[src/atf_cfg.svh]
`ifndef ATF_CFG_SVH
`define ATF_CFG_SVH

// Register indices; byte address on the bus is four times the index
`define ATF_IDX_FILTER_L 10'h3E1
`define ATF_IDX_FILTER_H 10'h3E2
`define ATF_IDX_TALLY 10'h3E6
`define ATF_IDX_THRESH 10'h3E7
`define ATF_IDX_PREV_L 10'h3E8
`define ATF_IDX_PREV_H 10'h3E9
`define ATF_IDX_OUTCOME_L 10'h3EA
`define ATF_IDX_OUTCOME_H 10'h3EB
`define ATF_IDX_SHARE_L 10'h3EE
`define ATF_IDX_SHARE_H 10'h3EF
`define ATF_IDX_LOAD 10'h3F0
`define ATF_IDX_LEAD_L 10'h3F1
`define ATF_IDX_LEAD_H 10'h3F2
`define ATF_IDX_CTRL 10'h3F4
`define ATF_IDX_MODE 10'h3F5
`define ATF_IDX_STATUS 10'h3F6

// Control register fields
`define ATF_CTRL_GO 0
`define ATF_CTRL_CLK_SEL 1
`define ATF_CTRL_PREV_PICK 2
// Mode register fields
`define ATF_MODE_LSB 0
`define ATF_SHIFT_LSB 4

// Reset values
`define ATF_RST_BYTE 8'h00
`define ATF_RST_WORD 16'h0000
`define ATF_RST_TIME 13'h0000

// Acquisition length when its field is zero but precharge is not
`define ATF_SHARE_ZERO_LEN 14'h2000
`define ATF_CTR_ONE 14'h0001

// Synchroniser lane numbers
`define ATF_PIN_TRIG 0
`define ATF_PIN_RC 1
`define ATF_PIN_DONE 2

`endif

[src/atf_pkg.sv]
package atf_pkg;

    typedef enum logic [1:0] {
        ATF_ST_IDLE = 2'b00,
        ATF_ST_LEAD = 2'b01,
        ATF_ST_SHARE = 2'b10,
        ATF_ST_CONV = 2'b11
    } atf_state_t;

    typedef enum logic [2:0] {
        ATF_MD_BASIC = 3'b000,
        ATF_MD_ACCUMULATE = 3'b001,
        ATF_MD_AVERAGE = 3'b010,
        ATF_MD_BURST = 3'b011,
        ATF_MD_LOWPASS = 3'b100
    } atf_mode_t;

endpackage : atf_pkg

[src/atf_core.sv]
// How it works
// Nonzero lead field times precharge; zero skips
// Nonzero share field times acquisition phase
// Share zero gives 8192; both zero skip
// Load field drives extra picofarads directly
// Threshold check fires when tally meets threshold
// Tally and threshold used in repeat modes
// Tally counts triggers; software access; resets zero
// Summing modes: filter is sum shifted right
// Lowpass mode: filter shows lowpass result
// Filter output is signed, read only
// Lead time has high and low byte views
// Share time has byte views, upper unimplemented
// Outcome is read-write, zero reset, byte views
// Previous captures filter or outcome at start
// Precharge runs first, acquisition second
//
// The implementer's own choice: the APB register port.
`timescale 1ns/100ps
`include "atf_cfg.svh"

module atf_core #(
    parameter int SUM_W = 18,
    parameter int SHIFT_W = 3
) (
    input wire logic ref_clk,
    input wire logic nrst,
    input wire logic psel,
    input wire logic penable,
    input wire logic pwrite,
    input wire logic [11:0] paddr,
    input wire logic [31:0] pwdata,
    output logic pready,
    output logic [31:0] prdata,
    output logic pslverr,
    input wire logic conv_trigger,
    input wire logic converter_rc_clock,
    input wire logic conv_done,
    input wire logic [15:0] conv_data,
    input wire logic [SUM_W-1:0] sum_register,
    input wire logic [15:0] lowpass_result,
    output logic precharge_on,
    output logic acquire_on,
    output logic conv_start,
    output logic [4:0] extra_sampling_load,
    output logic thresh_check,
    output logic busy
);
    import atf_pkg::*;

    // Filter slice needs 16 bits; the shift field must fit mode bits 7:4
    if (SUM_W < 16 || SHIFT_W < 1 || SHIFT_W > 4) begin : g_bad_cfg
        $error("atf_core: unsupported SUM_W or SHIFT_W");
    end

    typedef struct packed {
        logic [2:0][2:0] sync;
        logic [2:0] lvl;
        atf_state_t state;
        logic [13:0] ctr;
        logic go;
        logic clk_sel;
        logic prev_pick;
        atf_mode_t mode;
        logic [SHIFT_W-1:0] shift_amount;
        logic [12:0] lead_time;
        logic [12:0] share_time;
        logic [4:0] extra_load;
        logic [7:0] repeat_threshold;
        logic [7:0] trigger_tally;
        logic [15:0] outcome;
        logic [15:0] prev_outcome;
        logic [15:0] filter_output;
        logic pready;
        logic [31:0] prdata;
        logic pslverr;
        logic lead_on;
        logic share_on;
        logic conv_start;
        logic thresh_check;
    } atf_core_state_t;

    atf_core_state_t st_q;
    atf_core_state_t st_d;

    logic [2:0] pins;
    logic [2:0] rise;
    logic [9:0] idx;
    logic addr_ok;
    logic hit;
    logic [7:0] rd_byte;
    logic xfer;
    logic tick;
    logic repeat_mode;
    logic [7:0] tally_next;
    logic [SUM_W-1:0] shifted;

    assign pins = {conv_done, converter_rc_clock, conv_trigger};
    assign idx = paddr[11:2];
    assign addr_ok = (paddr[1:0] == 2'h0);

    always_comb begin
        st_d = st_q;
        st_d.conv_start = 1'b0;
        st_d.thresh_check = 1'b0;
        rise = 3'h0;
        hit = 1'b0;
        rd_byte = 8'h00;
        xfer = 1'b0;
        tick = 1'b0;
        repeat_mode = 1'b0;
        tally_next = 8'h00;
        shifted = '0;

        // Three-stage pin sampling; a level counts once stages two and
        // three agree, so a glitch on the pin cannot start a phase
        for (int i = 0; i < 3; i++) begin
            st_d.sync[i] = {st_q.sync[i][1:0], pins[i]};
            if (st_q.sync[i][1] == st_q.sync[i][2] &&
                st_q.sync[i][2] != st_q.lvl[i]) begin
                st_d.lvl[i] = st_q.sync[i][2];
                rise[i] = st_q.sync[i][2];
            end
        end

        // Register read decode
        unique case (idx)
            `ATF_IDX_FILTER_L: begin
                hit = 1'b1;
                rd_byte = st_q.filter_output[7:0];
            end
            `ATF_IDX_FILTER_H: begin
                hit = 1'b1;
                rd_byte = st_q.filter_output[15:8];
            end
            `ATF_IDX_TALLY: begin
                hit = 1'b1;
                rd_byte = st_q.trigger_tally;
            end
            `ATF_IDX_THRESH: begin
                hit = 1'b1;
                rd_byte = st_q.repeat_threshold;
            end
            `ATF_IDX_PREV_L: begin
                hit = 1'b1;
                rd_byte = st_q.prev_outcome[7:0];
            end
            `ATF_IDX_PREV_H: begin
                hit = 1'b1;
                rd_byte = st_q.prev_outcome[15:8];
            end
            `ATF_IDX_OUTCOME_L: begin
                hit = 1'b1;
                rd_byte = st_q.outcome[7:0];
            end
            `ATF_IDX_OUTCOME_H: begin
                hit = 1'b1;
                rd_byte = st_q.outcome[15:8];
            end
            `ATF_IDX_SHARE_L: begin
                hit = 1'b1;
                rd_byte = st_q.share_time[7:0];
            end
            `ATF_IDX_SHARE_H: begin
                hit = 1'b1;
                rd_byte = {3'h0, st_q.share_time[12:8]};
            end
            `ATF_IDX_LOAD: begin
                hit = 1'b1;
                rd_byte = {3'h0, st_q.extra_load};
            end
            `ATF_IDX_LEAD_L: begin
                hit = 1'b1;
                rd_byte = st_q.lead_time[7:0];
            end
            `ATF_IDX_LEAD_H: begin
                hit = 1'b1;
                rd_byte = {3'h0, st_q.lead_time[12:8]};
            end
            `ATF_IDX_CTRL: begin
                hit = 1'b1;
                rd_byte = {5'h00, st_q.prev_pick, st_q.clk_sel, st_q.go};
            end
            `ATF_IDX_MODE: begin
                hit = 1'b1;
                rd_byte = 8'((SHIFT_W + 4)'(st_q.shift_amount) << 4) |
                          {5'h00, st_q.mode};
            end
            `ATF_IDX_STATUS: begin
                hit = 1'b1;
                rd_byte = {5'h00, st_q.state != ATF_ST_IDLE, st_q.state};
            end
            default: begin
                hit = 1'b0;
                rd_byte = 8'h00;
            end
        endcase

        // APB: answer is prepared in setup so access completes at once
        st_d.pready = psel & ~penable;
        // Error stands only with ready, never into the idle cycles after
        st_d.pslverr = 1'b0;
        if (psel && !penable) begin
            st_d.pslverr = ~(hit & addr_ok);
            st_d.prdata = (hit && addr_ok && !pwrite) ?
                          {24'h000000, rd_byte} : 32'h00000000;
        end
        // A write lands only in the access cycle that the slave answers
        xfer = psel & penable & st_q.pready;

        // Software writes first; hardware events below win a collision
        if (xfer && pwrite && hit && addr_ok) begin
            unique case (idx)
                `ATF_IDX_TALLY: st_d.trigger_tally = pwdata[7:0];
                `ATF_IDX_THRESH: st_d.repeat_threshold = pwdata[7:0];
                `ATF_IDX_OUTCOME_L: st_d.outcome[7:0] = pwdata[7:0];
                `ATF_IDX_OUTCOME_H: st_d.outcome[15:8] = pwdata[7:0];
                `ATF_IDX_SHARE_L: st_d.share_time[7:0] = pwdata[7:0];
                `ATF_IDX_SHARE_H: st_d.share_time[12:8] = pwdata[4:0];
                `ATF_IDX_LOAD: st_d.extra_load = pwdata[4:0];
                `ATF_IDX_LEAD_L: st_d.lead_time[7:0] = pwdata[7:0];
                `ATF_IDX_LEAD_H: st_d.lead_time[12:8] = pwdata[4:0];
                `ATF_IDX_CTRL: begin
                    st_d.go = pwdata[`ATF_CTRL_GO];
                    st_d.clk_sel = pwdata[`ATF_CTRL_CLK_SEL];
                    st_d.prev_pick = pwdata[`ATF_CTRL_PREV_PICK];
                end
                `ATF_IDX_MODE: begin
                    st_d.mode = atf_mode_t'(pwdata[`ATF_MODE_LSB +: 3]);
                    st_d.shift_amount = pwdata[`ATF_SHIFT_LSB +: SHIFT_W];
                end
                default: begin
                    st_d.go = st_d.go;
                end
            endcase
        end

        // Phase timing ticks on the system clock or on the RC clock edge
        // RC edges pass the pin filter, so that clock must stay slow
        tick = st_q.clk_sel ? rise[`ATF_PIN_RC] : 1'b1;
        repeat_mode = (st_q.mode == ATF_MD_LOWPASS) ||
                      (st_q.mode == ATF_MD_BURST) ||
                      (st_q.mode == ATF_MD_AVERAGE);

        unique case (st_q.state)
            ATF_ST_IDLE: begin
                if (st_q.go || rise[`ATF_PIN_TRIG]) begin
                    st_d.go = 1'b1;

                    // Taken from the old registers, before this conversion
                    st_d.prev_outcome = st_q.prev_pick ?
                                        st_q.filter_output : st_q.outcome;
                    if (st_q.lead_time != `ATF_RST_TIME) begin
                        st_d.state = ATF_ST_LEAD;
                        st_d.ctr = {1'b0, st_q.lead_time};
                    end else if (st_q.share_time != `ATF_RST_TIME) begin
                        st_d.state = ATF_ST_SHARE;
                        st_d.ctr = {1'b0, st_q.share_time};
                    end else begin
                        st_d.state = ATF_ST_CONV;
                        st_d.conv_start = 1'b1;
                    end
                end
            end
            ATF_ST_LEAD: begin
                if (tick) begin
                    if (st_q.ctr == `ATF_CTR_ONE) begin
                        st_d.state = ATF_ST_SHARE;
                        // Lead is nonzero here, so zero share means 8192
                        st_d.ctr = (st_q.share_time == `ATF_RST_TIME) ?
                                   `ATF_SHARE_ZERO_LEN :
                                   {1'b0, st_q.share_time};
                    end else begin
                        st_d.ctr = st_q.ctr - `ATF_CTR_ONE;
                    end
                end
            end
            ATF_ST_SHARE: begin
                if (tick) begin
                    if (st_q.ctr == `ATF_CTR_ONE) begin
                        st_d.state = ATF_ST_CONV;
                        st_d.conv_start = 1'b1;
                    end else begin
                        st_d.ctr = st_q.ctr - `ATF_CTR_ONE;
                    end
                end
            end
            ATF_ST_CONV: begin
                // conv_data must already be stable when the filtered edge lands
                if (rise[`ATF_PIN_DONE]) begin
                    st_d.state = ATF_ST_IDLE;
                    st_d.go = 1'b0;
                    st_d.outcome = conv_data;
                    if (repeat_mode) begin
                        // Tally saturates rather than wraps past full scale
                        tally_next = (st_d.trigger_tally == 8'hFF) ?
                                     8'hFF : st_d.trigger_tally + 8'h01;
                        if (tally_next == st_q.repeat_threshold) begin
                            st_d.thresh_check = 1'b1;
                            st_d.trigger_tally = 8'h00;
                        end else begin
                            st_d.trigger_tally = tally_next;
                        end
                    end else begin
                        st_d.thresh_check = 1'b1;
                    end
                end
            end
        endcase

        // Filter output tracks the summing or lowpass source every cycle
        shifted = $signed(sum_register) >>> st_q.shift_amount;
        unique case (st_q.mode)
            ATF_MD_ACCUMULATE,
            ATF_MD_AVERAGE,
            ATF_MD_BURST: st_d.filter_output = shifted[15:0];
            ATF_MD_LOWPASS: st_d.filter_output = lowpass_result;
            // Basic mode holds the last value rather than clearing it
            default: st_d.filter_output = st_q.filter_output;
        endcase

        st_d.lead_on = (st_d.state == ATF_ST_LEAD);
        st_d.share_on = (st_d.state == ATF_ST_SHARE);
    end

    always_ff @(posedge ref_clk or negedge nrst) begin
        if (!nrst) begin
            // Filter and previous clear too, for a known start
            st_q <= '0;
        end else begin
            st_q <= st_d;
        end
    end

    assign pready = st_q.pready;
    assign prdata = st_q.prdata;
    assign pslverr = st_q.pslverr;
    assign precharge_on = st_q.lead_on;
    assign acquire_on = st_q.share_on;
    assign conv_start = st_q.conv_start;
    assign extra_sampling_load = st_q.extra_load;
    assign thresh_check = st_q.thresh_check;
    assign busy = st_q.go;

endmodule : atf_core

[config.mk]
export PLATFORM = sky130hd
export DESIGN_NAME = atf_core
export DESIGN_NICKNAME = d
export VERILOG_FILES = /design/src/atf_pkg.sv /design/src/atf_core.sv
export VERILOG_INCLUDE_DIRS = /design/src
export SDC_FILE = /design/constraint.sdc
export NUM_CORES = 1
export LEC_CHECK = 0
export ABC_AREA = 1
export BUFFER_PORTS_ARGS = -buffer_cell sky130_fd_sc_hd__buf_2
export CAP_MARGIN = 10
export CORE_MARGIN = 2
export CORE_UTILIZATION = 30
export CTS_CLUSTER_SIZE = 30
export DETAILED_ROUTE_END_ITERATION = 10
export PLACE_DENSITY = 0.55
export SLEW_MARGIN = 40
export SYNTH_ARGS = -nofsm -noshare
export SYNTH_HDL_FRONTEND = slang
export SYNTH_SLANG_ARGS = --single-unit
[constraint.sdc]
create_clock -name ref_clk -period 3.7 [get_ports ref_clk]
set_input_delay 0.37 -clock ref_clk [delete_from_list [all_inputs] [get_ports ref_clk]]
set_output_delay 0.37 -clock ref_clk [all_outputs]
set_load 0.01 [all_outputs]
# Yosys cells after proc, flatten, opt, wreduce, memory -nomap -nowiden
# Index checks and enable logic that the tools add are counted.
# totals
register_bits	146
latch_bits	0
ram_bits	0
rom_bits	0
in_bits	102
output_inout_bits	44
elab_cells	167
mem_count	0
# op_classes
n_addsub	2
n_mul	0
n_div	0
magnitude_cmp	0
n_eq_ne	39
shift	1
mux	54
bitwise_logic	7
reduce_logical	34
# op_table
cell	count
$eq A10 B10 Y1 const B	16
$pmux W8 S16	1
$mux W8	10
$mux W72	1
$mux W16	4
$mux W14	4
$mux W24	2
$pmux W14 S3	1
$pmux W16 S2	1
$reduce_bool A13 Y1	2
$mux W1	18
$reduce_and A2 Y1	9
$sshr A18 B3 Y16	1
$mux W17	1
$reduce_or A16 Y1	1
$mux W5	3
$eq A14 B1 Y1 const B	1
$sub A14 B1 Y14 const B	1
$logic_not A13 Y1	1
$logic_and A1 B1 Y1	9
$add A8 B1 Y8 const B	1
$eq A8 B8 Y1	1
$eq A8 B8 Y1 const B	1
$mux W2	4
22 further kinds	43

# Longest topological paths before layout
# Gate-level depths: netlist of the first run.
# depth
depth_word	13
mapped_depth	25
mapped_depth_nobuf	24

# Least setup slack after synthesis of the first run
# Ideal clock, no wire load.
# synth_path
path_type	input -> register
from	input paddr[10]
to	register st_q[86] in the netlist's numbering
setup_time_ns	0.118
arrival_ns	2.348
required_ns	3.582
slack_ns	1.234
path_stages	23
path_buffers	1
cell_sequence	nand2_4 > inv_2 > nand3_1 > nor2_2 > nor2_1 > nand2_1 > nor2_1 > nand2_4 > nand3_2 > buf_6 > nand2_1 > nand2_2 > nand2_2 > nor2_4 > nand3_1 > nand2_1 > nand2_1 > nand2_1 > nand2_1 > nor2_1 > nand2_2 > nand3_1 > nand2_1
# synth_lines
element	line_no	text
start: declaration	atf_core.sv:31	input wire logic [11:0] paddr,
end signal: assignment	atf_core.sv:331	st_q <= st_d;
end: declaration	atf_core.sv:83	atf_core_state_t st_q;

==> results of run 1 <==
routing by layer:
| metal | vias up | track usage | routed length [um] |
|---|---|---|---|
| met3 | 52 | 0.0350 | 1450 |
| li1 | 4335 | - | - |
| met2 | 295 | 0.307 | 14000 |
| met4 | 0 | 0.0732 | 1010 |
| met1 | 4243 | 0.273 | 14400 |
| met5 | - | 0 | 0 |
layout by cell type (no fill, tap or decap), types with 6 or more instances in the layout:
cell	Yosys	routed
conb_1	1	24
o211ai_1	23	23
nor2_4	6	6
inv_1	170	170
nand2_2	9	9
dfrtp_1	146	145
nand3_1	59	59
buf_2	2	96
nand2_1	325	325
nor2_1	75	74
a221oi_1	12	12
a21oi_1	35	35
o21ai_0	169	169
clkbuf_16	0	17
nor4_1	7	7
o221ai_1	9	9
a22oi_1	12	12
buf_4	39	22
nand4_1	18	18
ha_1	7	7
o22ai_1	25	25
xor2_1	6	6
critical path, delay by kind of cell:
family	cells	cell delay [ps]
buffers and inverters	4	330
AO/OA/AOI/OAI	1	120
AND/OR/NAND/NOR	18	2350
how the worst min path moves through the flow:
stage / start / endpoint / slack [ps] / depth (start not counted)
floorplan: nrst / acquire_on / 70 / 0
global placement: st_d[162] / st_d[163] / 340 / 0
detailed placement: st_d[165] / st_d[166] / 340 / 0
CTS: converter_rc_clock / st_d[165] / 20 / 1
global route: converter_rc_clock / st_d[165] / 20 / 1
finish: nrst / acquire_on / -20 / 1
Yosys cell counts (3+ instances only):
master / count / area [sq um]
o211ai_1: 23 / 173
dfrtp_1: 146 / 3650
a21oi_1: 35 / 175
buf_4: 39 / 293
o221ai_1: 9 / 78.8
nor2_2: 4 / 25.0
nand2_1: 325 / 1220
nor2_4: 6 / 67.6
clkinv_1: 4 / 15.0
nor4_1: 7 / 43.8
ha_1: 7 / 87.6
a2111oi_0: 4 / 35.0
a221oi_1: 12 / 105
a22oi_1: 12 / 90.1
o21ai_0: 169 / 846
nor2_1: 75 / 282
clkbuf_1: 34 / 128
a32oi_1: 4 / 35.0
nand2_2: 9 / 56.3
inv_2: 3 / 11.3
a31oi_1: 3 / 18.8
nand2_4: 4 / 45.0
nand3b_1: 4 / 30.0
xor2_1: 6 / 52.6
a22o_1: 3 / 26.3
nor3_1: 4 / 20.0
nand3_2: 5 / 50.1
nand4_1: 18 / 113
mux2i_1: 4 / 40.0
o21ai_1: 5 / 25.0
o2111ai_1: 3 / 26.3
inv_1: 170 / 638
o22ai_1: 25 / 156
nand3_1: 59 / 295
a2bb2oi_1: 3 / 26.3
cell families (layout without fill, tap and decap cells):
| group | count (synthesis) | count (layout) | synth area share |
|---|---|---|---|
| multiplexers | 4 | 4 | 0.00436 |
| buffers and inverters | 254 | 328 | 0.121 |
| flip-flops | 146 | 146 | 0.398 |
| AND/OR/NAND/NOR | 525 | 525 | 0.250 |
| XOR/XNOR | 7 | 7 | 0.00668 |
| adder cells (fa/ha/maj) | 7 | 7 | 0.00954 |
| AO/OA/AOI/OAI | 323 | 323 | 0.210 |
| other | 1 | 24 | 0.000409 |
final cells by class:
| type | instances | area (sq um) | share of cell area |
|---|---|---|---|
| Clock inverter | 11 | 154 | 0.0145 |
| Inverter | 177 | 664 | 0.0628 |
| Sequential cell | 146 | 3650 | 0.345 |
| Timing Repair Buffer | 119 | 659 | 0.0623 |
| Clock buffer | 21 | 450 | 0.0426 |
| Tap cell | 396 | 495 | 0.0468 |
| Multi-Input combinational cell | 890 | 4500 | 0.426 |
power by group through the flow:
stage	Combinational [mW]	Clock, mW	Sequential, mW
floorplan	0.958	0	2.04
global placement	1.32	0	2.11
detailed placement	1.33	0	2.11
CTS	1.34	1.84	2.09
global route	1.55	1.91	2.13
finish	1.35	1.83	2.10
stage by stage:
step	total power, mW	hold WS (ps)	setup WS [ps]	util	cells
final	5.28	-19.9	844	0.349	1760
after global routing	5.58	22.8	487	0.349	1760
after CTS	5.27	23.4	857	0.349	1760
after detailed placement	3.45	336	454	0.329	1728
after global placement	3.43	337	443	0.329	1728
after floorplan	3.00	74.4	1230	-	1290
registers in the layout (all words and copies together) (netlist names):
name,flops
prdata,8
pready,1
acquire_on,1
st_q,120
conv_start,1
st_d,6
pslverr,1
thresh_check,1
busy,1
precharge_on,1
extra_sampling_load,5
==> out/qor.csv, run 1 <==
stage,metric,value,unit
timing,Achievable Freq,350,MHz
clock_tree,clk slew on worst S/H paths,60,ps
placed_design,Post-DP HPWL,23.4,mm
layout,Fill cells,3232,
route,drt wl/cell,17.5,um
logic_synthesis,register area share after synthesis,0.398,
outcome,failing checks,negative hold slack,
power_and_ir_drop,pwr dens,499,mW/mm^2
clock_tree,post-cts hold buffer count,0,
global_route,final global-route overflow total,0,
global_route,first-pass GRT wire length,47.6,mm
critical_path,CP Data Required Time,4020,ps
timing,skew final,13.8,ps
logic_synthesis,Mapped Area,0.00918,sq mm
layout,layout cell share with drive strength beyond 1,0.136,
timing,relative slew slack,0.404,
clock_tree,CTS root buffer,clkbuf_16,
timing,Slew @ Worst Pin,891,ps
clock_tree,H-tree levels,4,
power_and_ir_drop,clock share of power,0.346,
layout,fin nets,1460,
critical_path,CP dominant cell by count,nand2_1,
placed_design,PortBufs,97,
clock_tree,Inserted Clock Buffers,17,
logic_synthesis,Yosys cell types,52,
timing,Min Hold Slack,-19.9,ps
critical_path,Critical-path top delay cell,nand2_1,
logic_synthesis,Main synth FF type,dfrtp_1,
critical_path,Reg-to-Reg Start,st_q[113],
placed_design,Area after DPL,0.00997,sq mm
power_and_ir_drop,Sw Share,0.348,
route,Avg Vias per Cell,5.07,
logic_synthesis,Yosys warning total,0,
job,total of max-cap violations,0,
power_and_ir_drop,Seq pwr share,0.398,
floorplan,Rows,64,
floorplan,I/O Pins,146,
layout,ANT cells,0,
global_route,largest net degree at the start of global routing,85,
clock_tree,TritonCTS clock tree,built,
route,drt total wl,30.8,mm
timing,RSZ-0062 raised after global routing,false,
timing,endpoints failing hold,4,
critical_path,crit path cell chain,"buf_2, inv_1, nand2_1, nor2_4, inv_2, nor2_2, nand2_1, nand2_1, o21ai_0, inv_1, nand4_1, nand2_1, nand2_2, nor2_4, nand2_1, nand2_1, nand3b_1, nand2_1, nand2_1, nor2_1, nand2_1, nand3_1, nand2_1",
critical_path,Slowest Stage Delay on Critical Path,370,ps
timing,Final setup viols,0,
logic_synthesis,Synth Instances,1267,
floorplan,Die Wd,179,um
critical_path,R2R setup slack,870,ps
critical_path,"Arr. time, crit path",3180,ps
clock_tree,cts repair resizes,0,
critical_path,origin of the worst setup path,paddr[6],
logic_synthesis,"EDFF count, synth",0,
placed_design,routability cong.,0.904,
clock_tree,clk buf depth,2,
global_route,initial antenna violation count,0,
critical_path,Crit Path Class,input port to flop,
power_and_ir_drop,peak supply drop,0.332,mV
floorplan,Die Y,179,um
critical_path,reg2reg end,st_q[149],
power_and_ir_drop,LEAKAGE,5.04,nW
global_route,vias in the first global route,8277,
layout,synthesis-to-finish area growth,15.3,%
floorplan,initial core utilization,0.302,
floorplan,total core area,0.0303,sq mm
route,Vias,8925,
route,number of remaining DRC errors,0,
timing,max-slew violations,0,
route,final antenna-violating net count,0,
power_and_ir_drop,Int Pwr,3.44,mW
critical_path,Crit. End Element,flop,
logic_synthesis,"FFs w/ async S/R, synth",1.00,
power_and_ir_drop,Combinational Power Share,0.256,
critical_path,Worst Setup EP,st_q[91],
floorplan,Die Area,0.0320,sq mm
power_and_ir_drop,NetSw,1.84,mW
route,drt pass-1 iters,7,
layout,Final Instance Area,0.0106,sq mm
timing,final setup TNS,0,ps
logic_synthesis,syn avg cell area,7.24,sq um
clock_tree,worst skew pair latency,440,ps
critical_path,startpoint class of the critical path,input port,
timing,Final Critical Period,2860,ps
outcome,status,"complete, but fails checks",
route,DRT iter0 DRCs,886,
critical_path,Reg2Reg Depth,12,
logic_synthesis,Seq cells post-synth,146,
worst_hold_path,Worst Hold Class,input port to async pin,
global_route,GRT Resource Usage Total,0.197,
timing,Final period util,0.772,
critical_path,CP max FO,17,
clock_tree,clock sinks,146,
clock_tree,Post-CTS Setup Inserts,0,
No activity file was read; power rests on OpenSTA's default activity.
==> inputs of run 2 (changes only) <==
PLACE_DENSITY = 0.56   (was 0.55)
clock period = 2.56 ns   (was 3.7 ns; I/O delays follow)
==> run 2 against run 1 <==
  * Utilization rose by 2.7 points
  * Die area did not move
  * Routed wire length rose by 5.3%
  * The run now ends clean
  * Clock skew barely moved
  * Power rose by 44%
  * First-iteration DRC count rose by 6.9%
  * Final area rose by 7.7%
  * Sequential power rose by 45%
  * Register-to-register slack got worse by 550 ps
  * Sequential share of layout area fell by 2.5 points
  * Critical path depth rose by 2
==> out/qor.csv, run 2 (same netlist as run 1, synthesis figures left out) <==
stage,metric,value,unit,change
outcome,status,"finished, final reports clean",,"was complete, but fails checks"
critical_path,"Arr. time, crit path",2660,ps,was 3180 ps
power_and_ir_drop,Sw Share,0.371,,was 0.348
placed_design,Inst Count DP,1810,,"was 1,728"
timing,RSZ-0062 raised after global routing,true,,was false
worst_hold_path,min-delay src,psel,,
route,drt total wl,32.4,mm,was 30.8 mm
critical_path,Stages on worst setup path,25,,was 23
layout,layout cell share with drive strength beyond 1,0.197,,was 0.136
power_and_ir_drop,LEAKAGE,5.51,nW,was 5.04 nW
power_and_ir_drop,clock share of power,0.327,,was 0.346
critical_path,CP Data Required Time,2890,ps,was 4020 ps
route,DRT iter0 DRCs,947,,was 886
power_and_ir_drop,Seq pwr share,0.400,,was 0.398
placed_design,routability cong.,0.937,,was 0.904
timing,max-slew violations,0,,unchanged
critical_path,CP bufs+invs,5,,was 4
clock_tree,worst skew pair latency,450,ps,was 440 ps
power_and_ir_drop,Int Pwr,4.79,mW,was 3.44 mW
floorplan,I/O Pins,146,,unchanged
global_route,GRT Resource Usage Total,0.208,,was 0.197
job,total of max-cap violations,0,,unchanged
critical_path,origin of the worst setup path,paddr[6],,unchanged
layout,Largest Register,st_q,,unchanged
timing,endpoints failing hold,0,,was 4
floorplan,total core area,0.0303,sq mm,unchanged
layout,Finished Layout Cells,1851,,"was 1,760"
timing,relative slew slack,0.568,,was 0.404
timing,"crit path setup slack, layout",227,ps,was 844 ps
power_and_ir_drop,peak supply drop,0.478,mV,was 0.332 mV
placed_design,Placement Setup Slack,-254,ps,was 454 ps
power_and_ir_drop,pwr dens,668,mW/mm^2,was 499 mW/mm^2
global_route,first-pass GRT wire length,50.1,mm,was 47.6 mm
layout,fin nets,1551,,"was 1,460"
layout,Fill cells,3189,,"was 3,232"
critical_path,reg2reg end,st_q[144],,was st_q[149]
layout,fin util,0.375,,was 0.349
worst_hold_path,Worst Hold Class,input port to flop,,was input port to async pin
timing,Final Critical Period,2330,ps,
timing,Final period util,0.912,,
floorplan,Rows,64,,unchanged
critical_path,Crit. End Element,flop,,unchanged
timing,Achievable Freq,429,MHz,
floorplan,Die Wd,179,um,unchanged
floorplan,Die Area,0.0320,sq mm,unchanged
global_route,initial antenna violation count,1,,was 0
critical_path,R2R setup slack,320,ps,was 870 ps
critical_path,CP dominant cell by count,nand2_1,,unchanged
floorplan,Die Y,179,um,unchanged
clock_tree,clock sinks,146,,unchanged
layout,ANT cells,0,,unchanged
power_and_ir_drop,Combinational Power Share,0.273,,was 0.256
timing,skew final,13.9,ps,was 13.8 ps
route,number of remaining DRC errors,0,,unchanged
route,final antenna-violating net count,0,,unchanged
route,Vias,9273,,"was 8,925"
clock_tree,TritonCTS clock tree,built,,unchanged
power_and_ir_drop,NetSw,2.83,mW,was 1.84 mW
critical_path,Worst Setup EP,st_q[91],,unchanged
placed_design,PortBufs,97,,unchanged
timing,Slew @ Worst Pin,645,ps,was 891 ps
timing,Final setup viols,0,,unchanged
critical_path,Top Family by Delay on Critical Path,simple AND/OR/NAND/NOR gates,,unchanged
layout,"most common cell after layout, fill and taps aside",nand2_1,,unchanged
critical_path,Reg2Reg Depth,13,,was 12
floorplan,initial core utilization,0.302,,unchanged
critical_path,Reg-to-Reg Start,st_q[113],,unchanged
global_route,final global-route overflow total,0,,unchanged
clock_tree,clk slew on worst S/H paths,70,ps,was 60 ps
clock_tree,clk buf depth,2,,unchanged
critical_path,Slowest Stage Delay on Critical Path,240,ps,was 370 ps
global_route,vias in the first global route,8753,,"was 8,277"
layout,synthesis-to-finish area growth,24.2,%,was 15.3%
layout,Final Instance Area,0.0114,sq mm,was 0.0106 sq mm
clock_tree,Inserted Clock Buffers,17,,unchanged
placed_design,Area after DPL,0.0107,sq mm,was 0.00997 sq mm
critical_path,startpoint class of the critical path,input port,,unchanged
clock_tree,CTS root buffer,clkbuf_16,,unchanged
clock_tree,H-tree levels,4,,unchanged
global_route,largest net degree at the start of global routing,56,,was 85
timing,Min Hold Slack,30.6,ps,was -19.9 ps
critical_path,Crit Path Class,input port to flop,,unchanged
placed_design,Post-DP HPWL,24.9,mm,was 23.4 mm
layout,most used cells in the layout excluding fill and tap cells,"317 x nand2_1, 170 x inv_1, 167 x o21ai_0, 146 x dfrtp_1, 97 x buf_4",,"was 325 x nand2_1, 170 x inv_1, 169 x o21ai_0, 145 x dfrtp_1, 96 x buf_2"
critical_path,Critical-path top delay cell,nor2_4,,was nand2_1
route,Avg Vias per Cell,5.01,,was 5.07
critical_path,CP max FO,8,,was 17
layout,Largest register FFs,120,,unchanged
route,drt wl/cell,17.5,um,about the same
route,drt pass-1 iters,5,,was 7
[run 2: cell types whose count changed in the layout (fill, tap and decap cells not counted), sizes merged, moves of 3 or more]
cell / previous run / this run
inv: 174 / 182
clkbuf: 22 / 17
dlygate4sd3: 0 / 5
buf: 118 / 204
bufinv: 3 / 0
[run 2: through the flow]
step           power (mW)  TNS, ps
2_1_floorplan        4.33        0
3_3_place_gp         5.08    -1430
3_5_place_dp         5.10    -2150
4_1_cts              7.60        0
5_1_grt              8.05     -222
6_report             7.62        0
[run 2: how the worst min path moves through the flow]
stage,to,cells after the start
after floorplan,acquire_on,0
after global placement,acquire_on,1
after detailed placement,acquire_on,1
after CTS,pready,3
after global routing,pready,3
final,pready,3
[run 2: what timing repair did]
| action | in CTS | in global routing |
|---|---|---|
| setup endpoints to repair | 0 | 10 |
| hold endpoints to repair | 42 | 0 |
| buffers inserted | 0 | 3 |
| hold buffers | 5 | 0 |
| resized for setup | 0 | 22 |
[run 2: power groups by stage]
stage / Clock [mW] / Combinational [mW] / Sequential, mW
floorplan: 0 / 1.39 / 2.95
global placement: 0 / 2.02 / 3.06
detailed placement: 0 / 2.04 / 3.06
CTS: 2.53 / 2.06 / 3.02
global route: 2.63 / 2.34 / 3.08
finish: 2.49 / 2.08 / 3.05
[run 2: worst register-to-register path: cells and delay by family, from the launching register on]
family	cells	cell delay [ps]
AO/OA/AOI/OAI	4	470
buffers and inverters	6	730
flip-flops	1	470
AND/OR/NAND/NOR	3	480
[run 2: routing by layer]
layer | vias up | GRT usage | part of all wire
li1 | 4520 | - | -
met1 | 4397 | 0.287 | 0.46
met2 | 320 | 0.333 | 0.47
met3 | 36 | 0.0322 | 0.054
met4 | 0 | 0.0650 | 0.022
met5 | - | 0 | 0
[run 2: layout make-up]
| class | count | area (sq um) | share of cell area |
|---|---|---|---|
| Clock inverter | 15 | 143 | 0.0125 |
| Clock buffer | 17 | 425 | 0.0373 |
| Timing Repair Buffer | 209 | 1440 | 0.127 |
| Multi-Input combinational cell | 891 | 4570 | 0.401 |
| Inverter | 177 | 664 | 0.0583 |
| Sequential cell | 146 | 3650 | 0.321 |
| Tap cell | 396 | 495 | 0.0435 |
==> inputs of run 3 (changes only) <==
BUFFER_PORTS_ARGS = unset   (was -buffer_cell sky130_fd_sc_hd__buf_2)
CTS_BUF_LIST = sky130_fd_sc_hd__clkbuf_2   (was unset)
DONT_BUFFER_PORTS = 1   (was unset)
PLACE_DENSITY = 0.52   (was 0.56)
==> run 3 against run 2 <==
  * The run now ends with negative hold slack left
  * Non-clock buffer count down 15
  * Via count about the same
  * Global-route usage up 0.31 points
  * Routed wire length up 2.1%
  * Critical path depth down 11
  * Final cell count down 0.70%
  * Power down 12%
  * Fmax down 6.1%
  * Critical endpoint is now st_q[77]
==> out/qor.csv, run 3 (same netlist as run 1, synthesis figures left out) <==
stage,metric,value,unit,change
outcome,status,"complete, but fails checks",,"was finished, final reports clean"
outcome,failing checks,negative hold slack,,
layout,Final Instance Area,0.0114,sq mm,about the same
clock_tree,TritonCTS clock tree,built,,unchanged
global_route,initial antenna violation count,1,,unchanged
job,total of max-cap violations,0,,unchanged
layout,layout cell share with drive strength beyond 1,0.133,,was 0.197
worst_hold_path,Worst Hold Class,input port to async pin,,was input port to flop
power_and_ir_drop,LEAKAGE,5.30,nW,was 5.51 nW
floorplan,Die Y,179,um,unchanged
timing,RSZ-0062 raised after global routing,true,,unchanged
timing,Achievable Freq,402,MHz,was 429 MHz
critical_path,Crit Path Class,input port to flop,,unchanged
global_route,GRT Resource Usage Total,0.211,,was 0.208
timing,max-slew violations,0,,unchanged
floorplan,I/O Pins,146,,unchanged
placed_design,routability cong.,0.939,,was 0.937
layout,Fill cells,3212,,"was 3,189"
clock_tree,clk buf depth,2,,unchanged
clock_tree,worst skew pair latency,760,ps,was 450 ps
layout,Largest Register,st_q,,unchanged
critical_path,startpoint class of the critical path,input port,,unchanged
route,drt wl/cell,18.0,um,was 17.5 um
layout,fin nets,1536,,"was 1,551"
critical_path,CP Data Required Time,3270,ps,was 2890 ps
route,number of remaining DRC errors,0,,unchanged
route,drt pass-1 iters,8,,was 5
critical_path,Crit. End Element,flop,,unchanged
floorplan,total core area,0.0303,sq mm,unchanged
route,DRT iter0 DRCs,954,,was 947
clock_tree,clk slew on worst S/H paths,250,ps,was 70 ps
global_route,first-pass GRT wire length,51.0,mm,was 50.1 mm
timing,Min Hold Slack,-845,ps,was 30.6 ps
clock_tree,Inserted Clock Buffers,17,,unchanged
route,Vias,9275,,"was 9,273"
timing,relative slew slack,0.528,,was 0.568
critical_path,"Arr. time, crit path",3200,ps,was 2660 ps
timing,endpoints failing hold,146,,was 0
power_and_ir_drop,pwr dens,589,mW/mm^2,was 668 mW/mm^2
clock_tree,CTS root buffer,clkbuf_2,,was clkbuf_16
global_route,met1 Use GR,0.284,,was 0.287
global_route,GR Util met2,0.336,,was 0.333
global_route,Top Usage Layer GRT,met2,,unchanged
critical_path,CP max FO,17,,was 8
route,drt total wl,33.1,mm,was 32.4 mm
floorplan,Rows,64,,unchanged
clock_tree,H-tree levels,4,,unchanged
floorplan,Die Area,0.0320,sq mm,unchanged
timing,skew final,44.1,ps,was 13.9 ps
placed_design,Post-DP HPWL,24.6,mm,was 24.9 mm
placed_design,PortBufs,0,,was 97
timing,Final setup viols,0,,unchanged
placed_design,Area after DPL,0.0100,sq mm,was 0.0107 sq mm
global_route,final global-route overflow total,0,,unchanged
layout,"most common cell after layout, fill and taps aside",nand2_1,,unchanged
power_and_ir_drop,peak supply drop,0.422,mV,was 0.478 mV
clock_tree,clock sinks,146,,unchanged
layout,Finished Layout Cells,1838,,"was 1,851"
timing,Final period util,0.971,,was 0.912
timing,Slew @ Worst Pin,702,ps,was 645 ps
placed_design,Inst Count DP,1705,,"was 1,810"
global_route,GR Util met3,0.0399,,was 0.0322
global_route,largest net degree at the start of global routing,147,,was 56
route,Avg Vias per Cell,5.05,,was 5.01
timing,Final Critical Period,2490,ps,was 2330 ps
layout,synthesis-to-finish area growth,24.0,%,was 24.2%
route,final antenna-violating net count,0,,unchanged
floorplan,Die Wd,179,um,unchanged
layout,Largest register FFs,120,,unchanged
layout,most used cells in the layout excluding fill and tap cells,"319 x nand2_1, 170 x inv_1, 168 x o21ai_0, 145 x dfrtp_1, 100 x buf_4",,"was 317 x nand2_1, 170 x inv_1, 167 x o21ai_0, 146 x dfrtp_1, 97 x buf_4"
global_route,vias in the first global route,8876,,"was 8,753"
floorplan,initial core utilization,0.302,,unchanged
## run 3: cell types whose count changed in the layout (fill, tap and decap cells not counted), sizes merged
cell	previous run	this run
buf	204	105
dlygate4sd3	5	89
inv	182	177
bufinv	0	3
diode	0	2
clkinv	9	10
clkinvlp	1	2
## run 3: worst paths after layout
kind,start,to,slack (ps),cells past startpoint
worst max-delay path,paddr[0],st_q[77],70,14
worst min-delay path,nrst,st_q[145],-850,0
worst max register to register,pready,st_q[93],130,17
worst min register to register,st_d[162],st_d[163],350,0
max in group asynchronous,nrst,st_q[140],3000,0
min in group ref_clk,paddr[2],st_q[139],120,6
## run 3: metal layers
metal  vias up  routed length, um
li1       4496                  -
met4         0               1100
met3        56               2180
met1      4355              14400
met2       368              15400
met5         -                  0
## run 3: per-stage QoR
stage          utilization  total power, mW  worst slack [ps]  hold slack, ps  TNS (ps)
2_1_floorplan            -             4.33               208           -39.6         0
3_3_place_gp         0.331             4.93              -215           -27.3     -1790
3_5_place_dp         0.331             4.97              -244           -27.8     -2070
4_1_cts              0.369             6.70              26.1            -941         0
5_1_grt              0.375             7.19             -56.3            -989      -420
6_report             0.375             6.71              74.5            -845         0
## run 3: power by group
part,internal [mW],total (mW),switching (mW)
clock,0.559,1.53,0.972
sequential,2.70,3.06,0.365
combinational,0.877,2.11,1.24
total,4.14,6.71,2.57
## run 3: layout make-up
class	instances	area, sq um	area share
timing repair buffer	194	1700	0.149
inverter	177	664	0.0584
clock buffer	17	85.1	0.00747
multi-input combinational	891	4590	0.404
clock inverter	15	183	0.0160
sequential	146	3650	0.321
tap	396	495	0.0435
antenna	2	5.00	0.000440
## run 3: worst max-delay path, stage by stage
cell,delay (ps)
dlygate4sd3_1,540
nor2_1,100
dlygate4sd3_1,580
buf_6,190
nand3_4,130
buf_4,170
buf_4,150
nor2_4,100
buf_6,130
nand2_1,50
nand3_1,70
o21ai_0,80
dlygate4sd3_1,570
inv_1,50
## run 3: what timing repair did
item | 4_1_cts | 5_1_grt
hold buffers | 88 | 1
setup endpoints to repair | 0 | 25
resized for setup | 0 | 29
hold endpoints to repair | 240 | 147
setup buffers | 0 | 7
